==> src/csp_defines.vh <==
// constants for the clock-synchronous serial port: register map,
// field positions, reset values and mode codes.
// assumes inclusion by bare name from each design file.
`ifndef CSP_DEFINES_VH
`define CSP_DEFINES_VH

// ----------------------------------------------------------------
// register byte offsets (word aligned)
// ----------------------------------------------------------------
`define CSP_OFS_CTRL      5'h00
`define CSP_OFS_RATE      5'h04
`define CSP_OFS_TXBUF     5'h08
`define CSP_OFS_RXBUF     5'h0c
`define CSP_OFS_STAT      5'h10
`define CSP_OFS_MASK      5'h14
`define CSP_OFS_PORT      5'h18

// ----------------------------------------------------------------
// control register fields
// ----------------------------------------------------------------
`define CSP_CTRL_MODE     2:0
`define CSP_CTRL_EXTCLK   3
`define CSP_CTRL_PRE      5:4
`define CSP_CTRL_RTSSEL   6
`define CSP_CTRL_HSDIS    7
`define CSP_CTRL_POL      8
`define CSP_CTRL_MSB      9
`define CSP_CTRL_CONT     10
`define CSP_CTRL_TXEN     11
`define CSP_CTRL_RXEN     12
`define CSP_CTRL_W        13
`define CSP_CTRL_RST      13'h0080

// ----------------------------------------------------------------
// mode codes and prescaler choices
// ----------------------------------------------------------------
`define CSP_MODE_OFF      3'h0
`define CSP_MODE_SYNC     3'h1
`define CSP_PRE_DIV1      2'h0
`define CSP_PRE_DIV8      2'h1
`define CSP_PRE_DIV32     2'h2
`define CSP_PRE8_LAST     3'h7
`define CSP_PRE32_LAST    5'h1f

// ----------------------------------------------------------------
// status / mask bits, receive word layout, port register bits
// ----------------------------------------------------------------
`define CSP_ST_TXDONE     0
`define CSP_ST_RXDONE     1
`define CSP_ST_OVR        2
`define CSP_ST_W          3
`define CSP_ST_BUSY       8
`define CSP_ST_TXPEND     9
`define CSP_ST_RXFULL     10
`define CSP_RX_OVR        8
`define CSP_PORT_OUT      0
`define CSP_PORT_DIR      1
`define CSP_PORT_PIN      2

// ----------------------------------------------------------------
// word shape and bit counts
// ----------------------------------------------------------------
`define CSP_BITS_W        4
`define CSP_BIT_SEVENTH   4'h6
`define CSP_BIT_LAST      4'h7
`define CSP_ZERO_BITS     4'h0
`define CSP_RATE_RST      8'h00

`endif

==> src/csp_rate_div.v <==
// bit-rate divider: prescaler from the main clock, then an n+1 divider.
// assumes run is low between words so counters restart each word.
`include "csp_defines.vh"

module csp_rate_div (
  // clock and reset
  input  wire       clk_i,
  input  wire       rst_i,
  // control
  input  wire       run_i,     // count only while shifting
  input  wire [1:0] pre_i,     // prescaler choice
  input  wire [7:0] n_i,       // divide by n plus one
  // output
  output wire       tick_o     // one pulse per divider period
);

  reg  [4:0] pre_cnt;          // prescaler counter
  reg  [7:0] div_cnt;          // rate divider counter
  reg        pre_tick;         // selected prescaled clock

  // ----------------------------------------------------------------
  // prescaled clock selection
  // ----------------------------------------------------------------
  always @* begin
    case (pre_i)
      `CSP_PRE_DIV1:  pre_tick = 1'b1;
      `CSP_PRE_DIV8:  pre_tick = (pre_cnt[2:0] == `CSP_PRE8_LAST);
      `CSP_PRE_DIV32: pre_tick = (pre_cnt == `CSP_PRE32_LAST);
      default:        pre_tick = 1'b0;  // inhibited choice, no clock
    endcase
  end

  assign tick_o = run_i & pre_tick & (div_cnt == n_i);

  // ----------------------------------------------------------------
  // counters, cleared while idle
  // ----------------------------------------------------------------
  always @(posedge clk_i) begin
    if (rst_i || !run_i) begin
      pre_cnt <= 5'h00;
      div_cnt <= 8'h00;
    end else begin
      pre_cnt <= pre_cnt + 5'h01;
      if (pre_tick) begin
        div_cnt <= tick_o ? 8'h00 : div_cnt + 8'h01;
      end
    end
  end

endmodule // csp_rate_div

==> src/csp_serial_port.v <==
// clock-synchronous serial port with an avalon-mm register slave.
// assumes pins synchronous to clk_i and an external clock far slower.
//
// Notes on behaviour
// - every transfer is one eight-bit word
// - internal link clock is half divider rate
// - divider source: main clock /1, /8, /32
// - external clock pin paces shifting exactly
// - overrun flagged at seventh bit, unread word
// - off mode reinitialises the receive path
// - off mode discards pending transmit state
// - clear-to-send low sampled only at start
// - request-to-send low when ready, high at falling
// - handshake pin: port, cts, or rts
// - polarity picks sampling and output edges
// - bit order lsb first or msb first
// - normal: tx write arms; continuous: rx read
// - only mode 001 runs, 000 disables
// - divider divides by setting plus one
//
// Chosen here: the register offsets and the Avalon-MM interface to the registers.
`include "csp_defines.vh"

module csp_serial_port (
  // clock and reset
  input  wire        clk_i,
  input  wire        rst_i,
  // avalon-mm slave
  input  wire [4:0]  avs_address_i,
  input  wire        avs_read_i,
  input  wire        avs_write_i,
  input  wire [31:0] avs_writedata_i,
  input  wire [3:0]  avs_byteenable_i,
  output reg  [31:0] avs_readdata_o,
  output wire        avs_waitrequest_o,
  // transfer clock pin
  input  wire        sclk_i,
  output wire        sclk_o,
  output wire        sclk_oe_o,
  // data pins
  input  wire        rxd_i,
  output wire        txd_o,
  // handshake pin
  input  wire        hs_i,
  output wire        hs_o,
  output wire        hs_oe_o,
  // interrupt
  output wire        irq_o
);

  // ----------------------------------------------------------------
  // declarations
  // ----------------------------------------------------------------
  reg  [`CSP_CTRL_W-1:0] ctrl;     // control register
  reg  [7:0]             rate;     // divider setting
  reg  [7:0]             txbuf;    // transmit buffer
  reg  [7:0]             rxbuf;    // receive buffer
  reg  [`CSP_ST_W-1:0]   stat;     // sticky events
  reg  [`CSP_ST_W-1:0]   mask;     // interrupt mask
  reg  [1:0]             port;     // general port out and dir
  reg                    ack;      // bus answer cycle
  reg                    tx_pend;  // tx buffer holds a word
  reg                    rx_arm;   // reception armed by read
  reg                    rx_full;  // unread word in rxbuf
  reg                    ovr;      // overrun flag of rxbuf
  reg                    busy;     // word in flight
  reg  [7:0]             tx_sh;    // transmit shifter
  reg  [7:0]             rx_sh;    // receive shifter
  reg  [`CSP_BITS_W-1:0] nbits;    // bits sampled so far
  reg                    sclk_q;   // internal clock level
  reg                    sclk_d;   // previous external level
  reg                    rts_n;    // request-to-send level
  reg                    txd_q;    // data out level
  reg  [`CSP_ST_W-1:0]   ev;       // event pulses this cycle

  wire       mode_on  = (ctrl[`CSP_CTRL_MODE] == `CSP_MODE_SYNC);
  wire       ext_clk  = ctrl[`CSP_CTRL_EXTCLK];
  wire       pol      = ctrl[`CSP_CTRL_POL];
  wire       msb      = ctrl[`CSP_CTRL_MSB];
  wire       cont     = ctrl[`CSP_CTRL_CONT];
  wire       tx_en    = ctrl[`CSP_CTRL_TXEN];
  wire       rx_en    = ctrl[`CSP_CTRL_RXEN];
  wire       hs_dis   = ctrl[`CSP_CTRL_HSDIS];
  wire       rts_sel  = ctrl[`CSP_CTRL_RTSSEL];
  wire       idle_lvl = ~pol;      // idle high when sampling on rise
  wire       tick;                 // divider output pulse
  wire       req      = avs_read_i | avs_write_i;
  wire       wr_go    = avs_write_i & ack;
  wire       rd_go    = avs_read_i & ack;
  wire       rxrd_go  = rd_go & (avs_address_i == `CSP_OFS_RXBUF);
  wire       be0      = avs_byteenable_i[0];
  wire       be1      = avs_byteenable_i[1];

  // ----------------------------------------------------------------
  // helper: write hit on one register offset
  // ----------------------------------------------------------------
  function wr_hit;
    input [4:0] ofs;
    begin
      wr_hit = wr_go & (avs_address_i == ofs);
    end
  endfunction

  // ----------------------------------------------------------------
  // bit-rate divider
  // ----------------------------------------------------------------
  csp_rate_div u_div (
    .clk_i  (clk_i),
    .rst_i  (rst_i),
    .run_i  (busy & ~ext_clk),
    .pre_i  (ctrl[`CSP_CTRL_PRE]),
    .n_i    (rate),
    .tick_o (tick)
  );

  // ----------------------------------------------------------------
  // transfer clock edges from either source
  // ----------------------------------------------------------------
  wire int_fall = tick & sclk_q;        // internal clock going low
  wire int_rise = tick & ~sclk_q;       // internal clock going high
  wire ext_fall = sclk_d & ~sclk_i;
  wire ext_rise = ~sclk_d & sclk_i;
  wire fall_ev  = ext_clk ? ext_fall : int_fall;
  wire rise_ev  = ext_clk ? ext_rise : int_rise;
  wire samp_ev  = busy & (pol ? fall_ev : rise_ev);
  wire shft_ev  = busy & (pol ? rise_ev : fall_ev);

  // ----------------------------------------------------------------
  // start condition
  // ----------------------------------------------------------------
  wire cts_ok   = hs_dis | rts_sel | ~hs_i;
  wire want     = cont ? (rx_en & rx_arm)
                       : (tx_en & tx_pend);
  wire start    = mode_on & ~busy & want & cts_ok;
  wire last_bit = samp_ev & (nbits == `CSP_BIT_LAST);
  wire tx_wr    = wr_hit(`CSP_OFS_TXBUF) & be0;     // new word this cycle

  // ----------------------------------------------------------------
  // bus answer: one wait cycle, then ack
  // ----------------------------------------------------------------
  assign avs_waitrequest_o = req & ~ack;

  always @(posedge clk_i) begin
    if (rst_i) begin
      ack <= 1'b0;
    end else begin
      ack <= req & ~ack;
    end
  end

  // ----------------------------------------------------------------
  // read data, registered in the wait cycle
  // ----------------------------------------------------------------
  always @(posedge clk_i) begin
    if (rst_i) begin
      avs_readdata_o <= 32'h00000000;
    end else if (avs_read_i & ~ack) begin
      case (avs_address_i)
        `CSP_OFS_CTRL:  avs_readdata_o <= {19'h00000, ctrl};
        `CSP_OFS_RATE:  avs_readdata_o <= {24'h000000, rate};
        `CSP_OFS_TXBUF: avs_readdata_o <= {24'h000000, txbuf};
        `CSP_OFS_RXBUF: avs_readdata_o <= {23'h000000, ovr, rxbuf};
        `CSP_OFS_STAT:  avs_readdata_o <= {21'h000000, rx_full, tx_pend,
                                           busy, 5'h00, stat};
        `CSP_OFS_MASK:  avs_readdata_o <= {29'h00000000, mask};
        `CSP_OFS_PORT:  avs_readdata_o <= {29'h00000000, hs_i, port};
        default:        avs_readdata_o <= 32'h00000000; // unmapped
      endcase
    end
  end

  // ----------------------------------------------------------------
  // software registers
  // ----------------------------------------------------------------
  always @(posedge clk_i) begin
    if (rst_i) begin
      ctrl <= `CSP_CTRL_RST;
      rate <= `CSP_RATE_RST;
      mask <= {`CSP_ST_W{1'b0}};
      port <= 2'h0;
    end else begin
      if (wr_hit(`CSP_OFS_CTRL) && be0) begin
        ctrl[7:0] <= avs_writedata_i[7:0];
      end
      if (wr_hit(`CSP_OFS_CTRL) && be1) begin
        ctrl[`CSP_CTRL_W-1:8] <= avs_writedata_i[`CSP_CTRL_W-1:8];
      end
      if (wr_hit(`CSP_OFS_RATE) && be0) begin
        rate <= avs_writedata_i[7:0];
      end
      if (wr_hit(`CSP_OFS_MASK) && be0) begin
        mask <= avs_writedata_i[`CSP_ST_W-1:0];
      end
      if (wr_hit(`CSP_OFS_PORT) && be0) begin
        port <= avs_writedata_i[1:0];
      end
    end
  end

  // ----------------------------------------------------------------
  // sticky status: set wins over write-one-clear
  // ----------------------------------------------------------------
  always @(posedge clk_i) begin
    if (rst_i) begin
      stat <= {`CSP_ST_W{1'b0}};
    end else if (wr_hit(`CSP_OFS_STAT) && be0) begin
      stat <= (stat & ~avs_writedata_i[`CSP_ST_W-1:0]) | ev;
    end else begin
      stat <= stat | ev;
    end
  end

  assign irq_o = |(stat & mask);

  // ----------------------------------------------------------------
  // transfer engine: buffers, shifters, clock, handshake
  // ----------------------------------------------------------------
  always @(posedge clk_i) begin
    if (rst_i) begin
      txbuf   <= 8'h00;
      rxbuf   <= 8'h00;
      tx_pend <= 1'b0;
      rx_arm  <= 1'b0;
      rx_full <= 1'b0;
      ovr     <= 1'b0;
      busy    <= 1'b0;
      tx_sh   <= 8'h00;
      rx_sh   <= 8'h00;
      nbits   <= `CSP_ZERO_BITS;
      sclk_q  <= 1'b1;
      sclk_d  <= 1'b1;
      rts_n   <= 1'b1;
      txd_q   <= 1'b1;
      ev      <= {`CSP_ST_W{1'b0}};
    end else begin
      sclk_d <= sclk_i;                 // external clock history
      ev     <= {`CSP_ST_W{1'b0}};
      if (!mode_on) begin
        // channel off: drop all transfer state
        tx_pend <= 1'b0;
        rx_arm  <= 1'b0;
        rx_full <= 1'b0;
        ovr     <= 1'b0;
        busy    <= 1'b0;
        nbits   <= `CSP_ZERO_BITS;
        sclk_q  <= idle_lvl;
        rts_n   <= 1'b1;
        txd_q   <= 1'b1;
      end else begin
        // buffer writes and the arming read
        if (wr_hit(`CSP_OFS_TXBUF) && be0) begin
          txbuf   <= avs_writedata_i[7:0];
          tx_pend <= 1'b1;
        end
        if (rxrd_go) begin
          rx_full <= 1'b0;
          ovr     <= 1'b0;
          rx_arm  <= 1'b1;
        end
        // request-to-send: low while ready and idle
        if (!busy && rx_en && want) begin
          rts_n <= 1'b0;
        end else if (busy && fall_ev) begin
          rts_n <= 1'b1;
        end
        if (start) begin
          // load word, first bit goes out at once
          busy   <= 1'b1;
          nbits  <= `CSP_ZERO_BITS;
          tx_sh  <= txbuf;
          txd_q  <= msb ? txbuf[7] : txbuf[0];
          sclk_q <= idle_lvl;
          if ((!cont || tx_pend) && !tx_wr) begin
            tx_pend <= 1'b0;            // a write in this cycle stays pending
          end
          if (cont) begin
            rx_arm <= 1'b0;
          end
        end else if (busy) begin
          if (tick) begin
            sclk_q <= ~sclk_q;
          end
          if (shft_ev && nbits != `CSP_ZERO_BITS) begin
            // next bit out on the output edge
            tx_sh <= msb ? {tx_sh[6:0], 1'b0} : {1'b0, tx_sh[7:1]};
            txd_q <= msb ? tx_sh[6] : tx_sh[1];
          end
          if (samp_ev) begin
            rx_sh <= msb ? {rx_sh[6:0], rxd_i}
                         : {rxd_i, rx_sh[7:1]};
            nbits <= nbits + 4'h1;
            if (nbits == `CSP_BIT_SEVENTH && rx_full) begin
              ovr            <= 1'b1;
              ev[`CSP_ST_OVR] <= 1'b1;
            end
          end
          if (last_bit) begin
            // word complete after the eighth sample
            busy  <= 1'b0;
            rxbuf <= msb ? {rx_sh[6:0], rxd_i} : {rxd_i, rx_sh[7:1]};
            rx_full <= 1'b1;
            ev[`CSP_ST_TXDONE] <= 1'b1;
            ev[`CSP_ST_RXDONE] <= rx_en;
          end
        end else begin
          sclk_q <= idle_lvl;
        end
      end
    end
  end

  // ----------------------------------------------------------------
  // pin drive
  // ----------------------------------------------------------------
  assign sclk_o    = sclk_q;
  assign sclk_oe_o = mode_on & ~ext_clk;
  assign txd_o     = txd_q;
  assign hs_o      = hs_dis ? port[`CSP_PORT_OUT] : rts_n;
  assign hs_oe_o   = hs_dis ? port[`CSP_PORT_DIR]
                            : (mode_on & rts_sel);

endmodule // csp_serial_port

==> config.mk <==
export PLATFORM = sky130hd
export DESIGN_NAME = csp_serial_port
export DESIGN_NICKNAME = d
export VERILOG_FILES = /design/src/csp_rate_div.v /design/src/csp_serial_port.v
export VERILOG_INCLUDE_DIRS = /design/src
export SDC_FILE = /design/constraint.sdc
export NUM_CORES = 1
export LEC_CHECK = 0
export BUFFER_PORTS_ARGS = -buffer_cell sky130_fd_sc_hd__buf_2
export CAP_MARGIN = 20
export CORE_UTILIZATION = 45
export CTS_BUF_LIST = sky130_fd_sc_hd__clkbuf_2 sky130_fd_sc_hd__clkbuf_4 sky130_fd_sc_hd__clkbuf_8
export DETAILED_ROUTE_END_ITERATION = 6
export PLACE_DENSITY_LB_ADDON = 0.3
export SYNTH_ARGS = -nofsm -noshare
export SYNTH_HDL_FRONTEND = slang
export SYNTH_HIERARCHICAL = 1
export SYNTH_SLANG_ARGS = --single-unit
==> constraint.sdc <==
create_clock -name clk_i -period 3.8 [get_ports clk_i]
set_input_delay 0.19 -clock clk_i [delete_from_list [all_inputs] [get_ports clk_i]]
set_output_delay 0.19 -clock clk_i [all_outputs]
set_load 0.05 [all_outputs]
# Word-level counts from Yosys, hierarchy flattened
# Index checks and enable logic that the tools add are counted.
# W data, S select, Z words.
# op_classes
addsub	3
eq_ne	15
mux	47
n_bitwise	49
n_reduce_logical	37
# op_table
op	count
$pmux W13 S7	1
$mux W8	6
$mux W1	38
$and A1 B1 Y1	29
$eq A5 B5 Y1 const B	4
$logic_and A1 B1 Y1	13
$not A1 Y1	12
$eq A5 B4 Y1 const B	2
$reduce_or A5 Y1	2
$add A8 B1 Y8 const B	1
$eq A4 B3 Y1 const B	2
$eq A8 B8 Y1	1
$reduce_and A4 Y1	2
$and A3 B3 Y3	2
$or A3 B3 Y3	2
$reduce_and A2 Y1	3
$reduce_bool A2 Y1	3
$reduce_or A3 Y1	2
$add A5 B1 Y5 const B	1
$eq A5 B3 Y1 const B	1
$logic_not A5 Y1	1
$add A4 B1 Y4 const B	1
$logic_not A1 Y1	4
$ne A4 B2 Y1 const B	1
14 further kinds	17
# totals
ff_bits	123
in_bits	48
output_inout_bits	39
elab_cells	178

# Depth between registers and ports, before layout
# logic_depth
word_depth	12
depth_mapped	13
mapped_depth_nobuf	11

# Hierarchy
# Netlist, hierarchy kept.
# modules_own_cells
module	n_inst	cells_each	area_each_um2
csp_serial_port	1	480	4379.2
csp_rate_div	1	78	747.0

# Worst setup path after synthesis
# Ideal clock, no wire load.
# synth_path
kind	register to register
startpoint	register u_div.pre_cnt[0]
endpoint	register rxbuf[6]
arrival_ps	2859
required_time_ps	3721
path_slack_ps	862
path_stages_with_launch	14
period_less_slack_ps	2938
cell_sequence	dfxtp_1 > ha_1 > and3_1 > ha_1 > nor2b_1 > a21o_1 > buf_6 > nor4_1 > nand2_1 > mux4_2 > nor3_4 > buf_6 > nor2_1 > a211oi_2
# synth_via
elab_chain_cells	10
# synth_lines
item	line_no	source
from (decl)	csp_rate_div.v:17	reg [4:0] pre_cnt;
from (signal assigned)	csp_rate_div.v:43	pre_cnt <= pre_cnt + 5'h01;
$eq A5 B5 Y1 (no source line) / $eq A3 B3 Y1 (equally long branches)	n/a	
$pmux W1 S3 (*)	csp_rate_div.v:25	case (pre_i)
$and A1 B1 Y1 (*) (2 in series)	csp_rate_div.v:33	assign tick_o = run_i & pre_tick & (div_cnt == n_i);
via tick	csp_serial_port.v:86	wire tick;
$and A1 B1 Y1 (on tied branches)	csp_serial_port.v:120, csp_serial_port.v:119	
$mux W1 (on tied branches)	csp_serial_port.v:124, csp_serial_port.v:123	
$mux W1 (*)	csp_serial_port.v:125	wire samp_ev = busy & (pol ? fall_ev : rise_ev);
$and A1 B1 Y1 (*)	csp_serial_port.v:125	
$and A1 B1 Y1 (*)	csp_serial_port.v:135	wire last_bit = samp_ev & (nbits == `CSP_BIT_LAST);
$reduce_and A4 Y1 (no source line) (*)	n/a	
to (signal assigned)	csp_serial_port.v:300	rxbuf <= msb ? {rx_sh[6:0], rxd_i} : {rxd_i, rx_sh[7:1]};
to (decl)	csp_serial_port.v:57	reg [7:0] rxbuf;
# The timed path passes the listed nets; every way through them passes the cells marked *.
# A chain may end at the register's enable or synchronous reset.

# Worst setup path after layout
# layout_path
startpoint	register u_div.pre_cnt[0]
endpoint	register tx_sh[3]
# layout_via
elab_chain_cells	11
# layout_lines
item	line_no	source
$eq A5 B5 Y1 (no source line) / $eq A3 B3 Y1 (equally long branches)	n/a	
$pmux W1 S3 (*)	csp_rate_div.v:25	
$and A1 B1 Y1 (*) (2 in series)	csp_rate_div.v:33	
via tick	csp_serial_port.v:86	
$and A1 B1 Y1 (on tied branches)	csp_serial_port.v:119, csp_serial_port.v:120	
$mux W1 (on tied branches)	csp_serial_port.v:123, csp_serial_port.v:124	
$mux W1 (*)	csp_serial_port.v:126	wire shft_ev = busy & (pol ? rise_ev : fall_ev);
$and A1 B1 Y1 (*)	csp_serial_port.v:126	
$logic_and A1 B1 Y1 (no source line) (*)	n/a	
$reduce_bool A2 Y1 (no source line) (*)	n/a	
$reduce_and A3 Y1 (no source line) (*)	n/a	
to (signal assigned)	csp_serial_port.v:270	tx_sh <= txbuf;
to (signal assigned)	csp_serial_port.v:285	tx_sh <= msb ? {tx_sh[6:0], 1'b0} : {1'b0, tx_sh[7:1]};
to (decl)	csp_serial_port.v:67	reg [7:0] tx_sh;
# Marks and branches as above.

==> results.sh <==
export IMPL_outcome="finished clean"
export IMPL_vias=4191
export IMPL_area_delta_synth_final_pct=8.23
export IMPL_synth_cell_types=63
export IMPL_track_usage_pct=21.7
export IMPL_rr_worst_depth=11
export IMPL_cts_buffer_depth=2
export IMPL_drt_iter0_markers=284
export IMPL_max_slew_margin_pct=27.9
export IMPL_grt_max_degree=38
export IMPL_cts_resized_gates=0
export IMPL_fin_crit_ns=3.34
export IMPL_final_cell_mix="104 x dfxtp_1, 79 x nor2_1, 52 x mux2i_1"
export IMPL_pin_count=87
export IMPL_grt_pass1_vias=3953
export IMPL_synth_top_area_cell="dfxtp_1"
export IMPL_ys_flop_type="dfxtp_1"
export IMPL_critPathKind="flop to flop"
export IMPL_crit_arrival_ns=3.67
export IMPL_fill_cells=1051
export IMPL_ff2ff_setup_slack_ns=0.46
export IMPL_netlist_area_um2=5130
export IMPL_cp_required_ns=4.13
export IMPL_rows=38
export IMPL_fp_coreArea_um2=11000
export IMPL_nets=645
export IMPL_ys_top_cells_by_area="dfxtp_1 41%, mux2i_1 10%, nor2_1 5.8%"
export IMPL_drv_cap=0
export IMPL_syn_avg_cell_area_um2=9.19
export IMPL_clock_sinks=104
export IMPL_max_freq_mhz=299
export IMPL_die_area_um2=11800
export IMPL_rsz0062_at_grt="no"
export IMPL_fin_crit_sh_pct=87.9
export IMPL_grt_overflow=0
export IMPL_post_drt_wl_per_cell_um=16.5
export IMPL_h_tree_depth=3
export IMPL_grt_pass1_wl_um=19700
export IMPL_cp_max_fo=14
export IMPL_fin_setup_tns_ns=0
export IMPL_cts_root_buf="clkbuf_8"
export IMPL_die_h_um=109
export IMPL_slew_viol_final=0
export IMPL_ant_nets=0
export IMPL_layout_setup_ws_ns=0.460
export IMPL_critical_path_reg2reg_startpoint="u_div/pre_cnt[0]"
export IMPL_drive_gt1_share_pct=16.1
export IMPL_final_area_um2=5550
export IMPL_worst_ir_drop_vdd_mv=0.257
export IMPL_antenna_found_initial=0
export IMPL_die_w_um=109
export IMPL_synthArstFlopShare_pct=0
export IMPL_critPathCapture="tx_sh[3]"
export IMPL_power_density_nw_per_um2=350
export IMPL_crit_start="u_div/pre_cnt[0]"
export IMPL_ys_ff_latch=104
export IMPL_yosys_warnings=6
export IMPL_setup_violations=0
export IMPL_cts_made_buffers=9
export IMPL_clk_latency_ns=0.39
export IMPL_crit_path_end_kind="flop"
export IMPL_power_leakage_nw=2.11
export IMPL_skew_ns=0.0152
export IMPL_hp_start="avs_writedata_i[10]"
export IMPL_start_util_pct=46.7
export IMPL_layout_commonest_cell="dfxtp_1"
export IMPL_synth_edf_count=0
export IMPL_port_buffers=46
export IMPL_place_area_um2=5340
export IMPL_hold_violations=0
export IMPL_first_pass_iters=5
export IMPL_dp_slack_ns=0.396
export IMPL_wl_um=12100
export IMPL_viasPerCell=5.70
export IMPL_min_path_type="input pin to flop"
export IMPL_hpwl_um=8970
export IMPL_rr_endpoint="tx_sh[3]"
export IMPL_drc_errors=0
export IMPL_start_kind="flop"
export IMPL_gp_congestion=0.939
export IMPL_syn_inst=558
export IMPL_n_antenna_cell=0
export IMPL_synth_top_area_share_pct=40.6
export IMPL_cts_tree="yes"
export IMPL_tightest_slew_ns=1.08
export IMPL_clk_pin_slew_ns=0.10
export IMPL_seq_area_frac_synth_pct=40.6
## sequential cells by signal (all words and copies together) (netlist names), 2 cells and up
| name | count |
|---|---|
| nbits | 4 |
| u_div/pre_cnt | 5 |
| stat | 3 |
| rate | 8 |
| ctrl | 13 |
| ev | 3 |
| rx_sh | 8 |
| rxbuf | 8 |
| port | 2 |
| mask | 3 |
| u_div/div_cnt | 8 |
| txbuf | 8 |
| avs_readdata_o | 13 |
| tx_sh | 8 |
## logic make-up (layout without fill, tap and decap cells)
logic type               Yosys count  after routing  share of synthesized area [%]
AO/OA/AOI/OAI                     96             96                           13.8
XOR/XNOR                          16             16                           2.73
adder cells (fa/ha/maj)            7              7                           1.71
buffers and inverters             58             77                           6.79
flip-flops                       104            104                           40.6
multiplexers                      56             56                           11.3
other                              1             19                         0.0732
AND/OR/NAND/NOR                  220            220                           23.0
## worst max-delay path, stage by stage, from the launching register on
cell	delay [ns]
dfxtp_1	0.36
ha_1	0.18
and3_1	0.17
ha_1	0.15
nor2b_1	0.09
a21o_1	0.18
nor4_1	0.57
nand2_1	0.22
a22oi_1	0.25
o211ai_1	0.43
or4_1	0.62
nand3_1	0.08
## where the power goes
part           internal, W  total, W  switching, W  leakage, nW
registers          0.00109   0.00109    0.00000310        0.838
clock network     0.000311  0.000721      0.000411        0.100
logic            0.0000259  0.000126     0.0000998         1.17
total              0.00143   0.00194      0.000513         2.11
## Yosys cell counts, drive strengths merged (3+ instances only)
master	n
a211oi	21
a21oi	21
a221oi	4
a222oi	3
a22o	5
a22oi	16
and2	9
buf	33
clkbuf	18
dfxtp	104
ha	7
inv	7
mux2	3
mux2i	52
nand2	37
nand2b	9
nand3	21
nand3b	8
nand4	6
nand4b	7
nor2	80
nor2b	8
nor3	9
nor4	3
o211ai	3
o21ai	8
or2	5
or4	10
xnor2	15
## layout make-up
class | count | area (um^2) | share of cell area [%]
clock buffers | 9 | 124 | 2.23
clock inverters | 7 | 77.6 | 1.40
inverters | 7 | 26.3 | 0.474
multi-input cells | 414 | 2770 | 49.9
flip-flops and latches | 104 | 2080 | 37.5
well taps | 140 | 175 | 3.16
repair buffers | 54 | 293 | 5.28
## routing by layer
metal | global-route usage [%] | routed length, um
met1 | 27.4 | 5490
met2 | 36.8 | 5890
met3 | 4.00 | 528
met4 | 8.20 | 208
met5 | 0 | 0
## what timing repair did
action,in CTS,in global routing
hold buffers,1,0
buffers inserted,0,0
hold endpoints to repair,1,0
## per-stage QoR
step / hold WS [ns] / utilization [%] / instances / power (W)
after floorplan: 0.297 / - / 576 / 0.00122
after global placement: 0.409 / 48.6 / 718 / 0.00124
after detailed placement: 0.414 / 48.6 / 718 / 0.00124
after CTS: 0.0252 / 50.5 / 735 / 0.00195
after global routing: 0.0402 / 50.5 / 735 / 0.00201
final: 0.0384 / 50.5 / 735 / 0.00194
## how the worst min path moves through the flow
stage	slack (ns)	cells past startpoint	endpoint
floorplan	0.30	1	sclk_d
detailed placement	0.41	2	sclk_d
finish	0.04	3	ctrl[10]
global placement	0.41	2	sclk_d
CTS	0.03	3	ctrl[10]
global route	0.04	3	ctrl[10]
(Power assumes the default switching activity.)
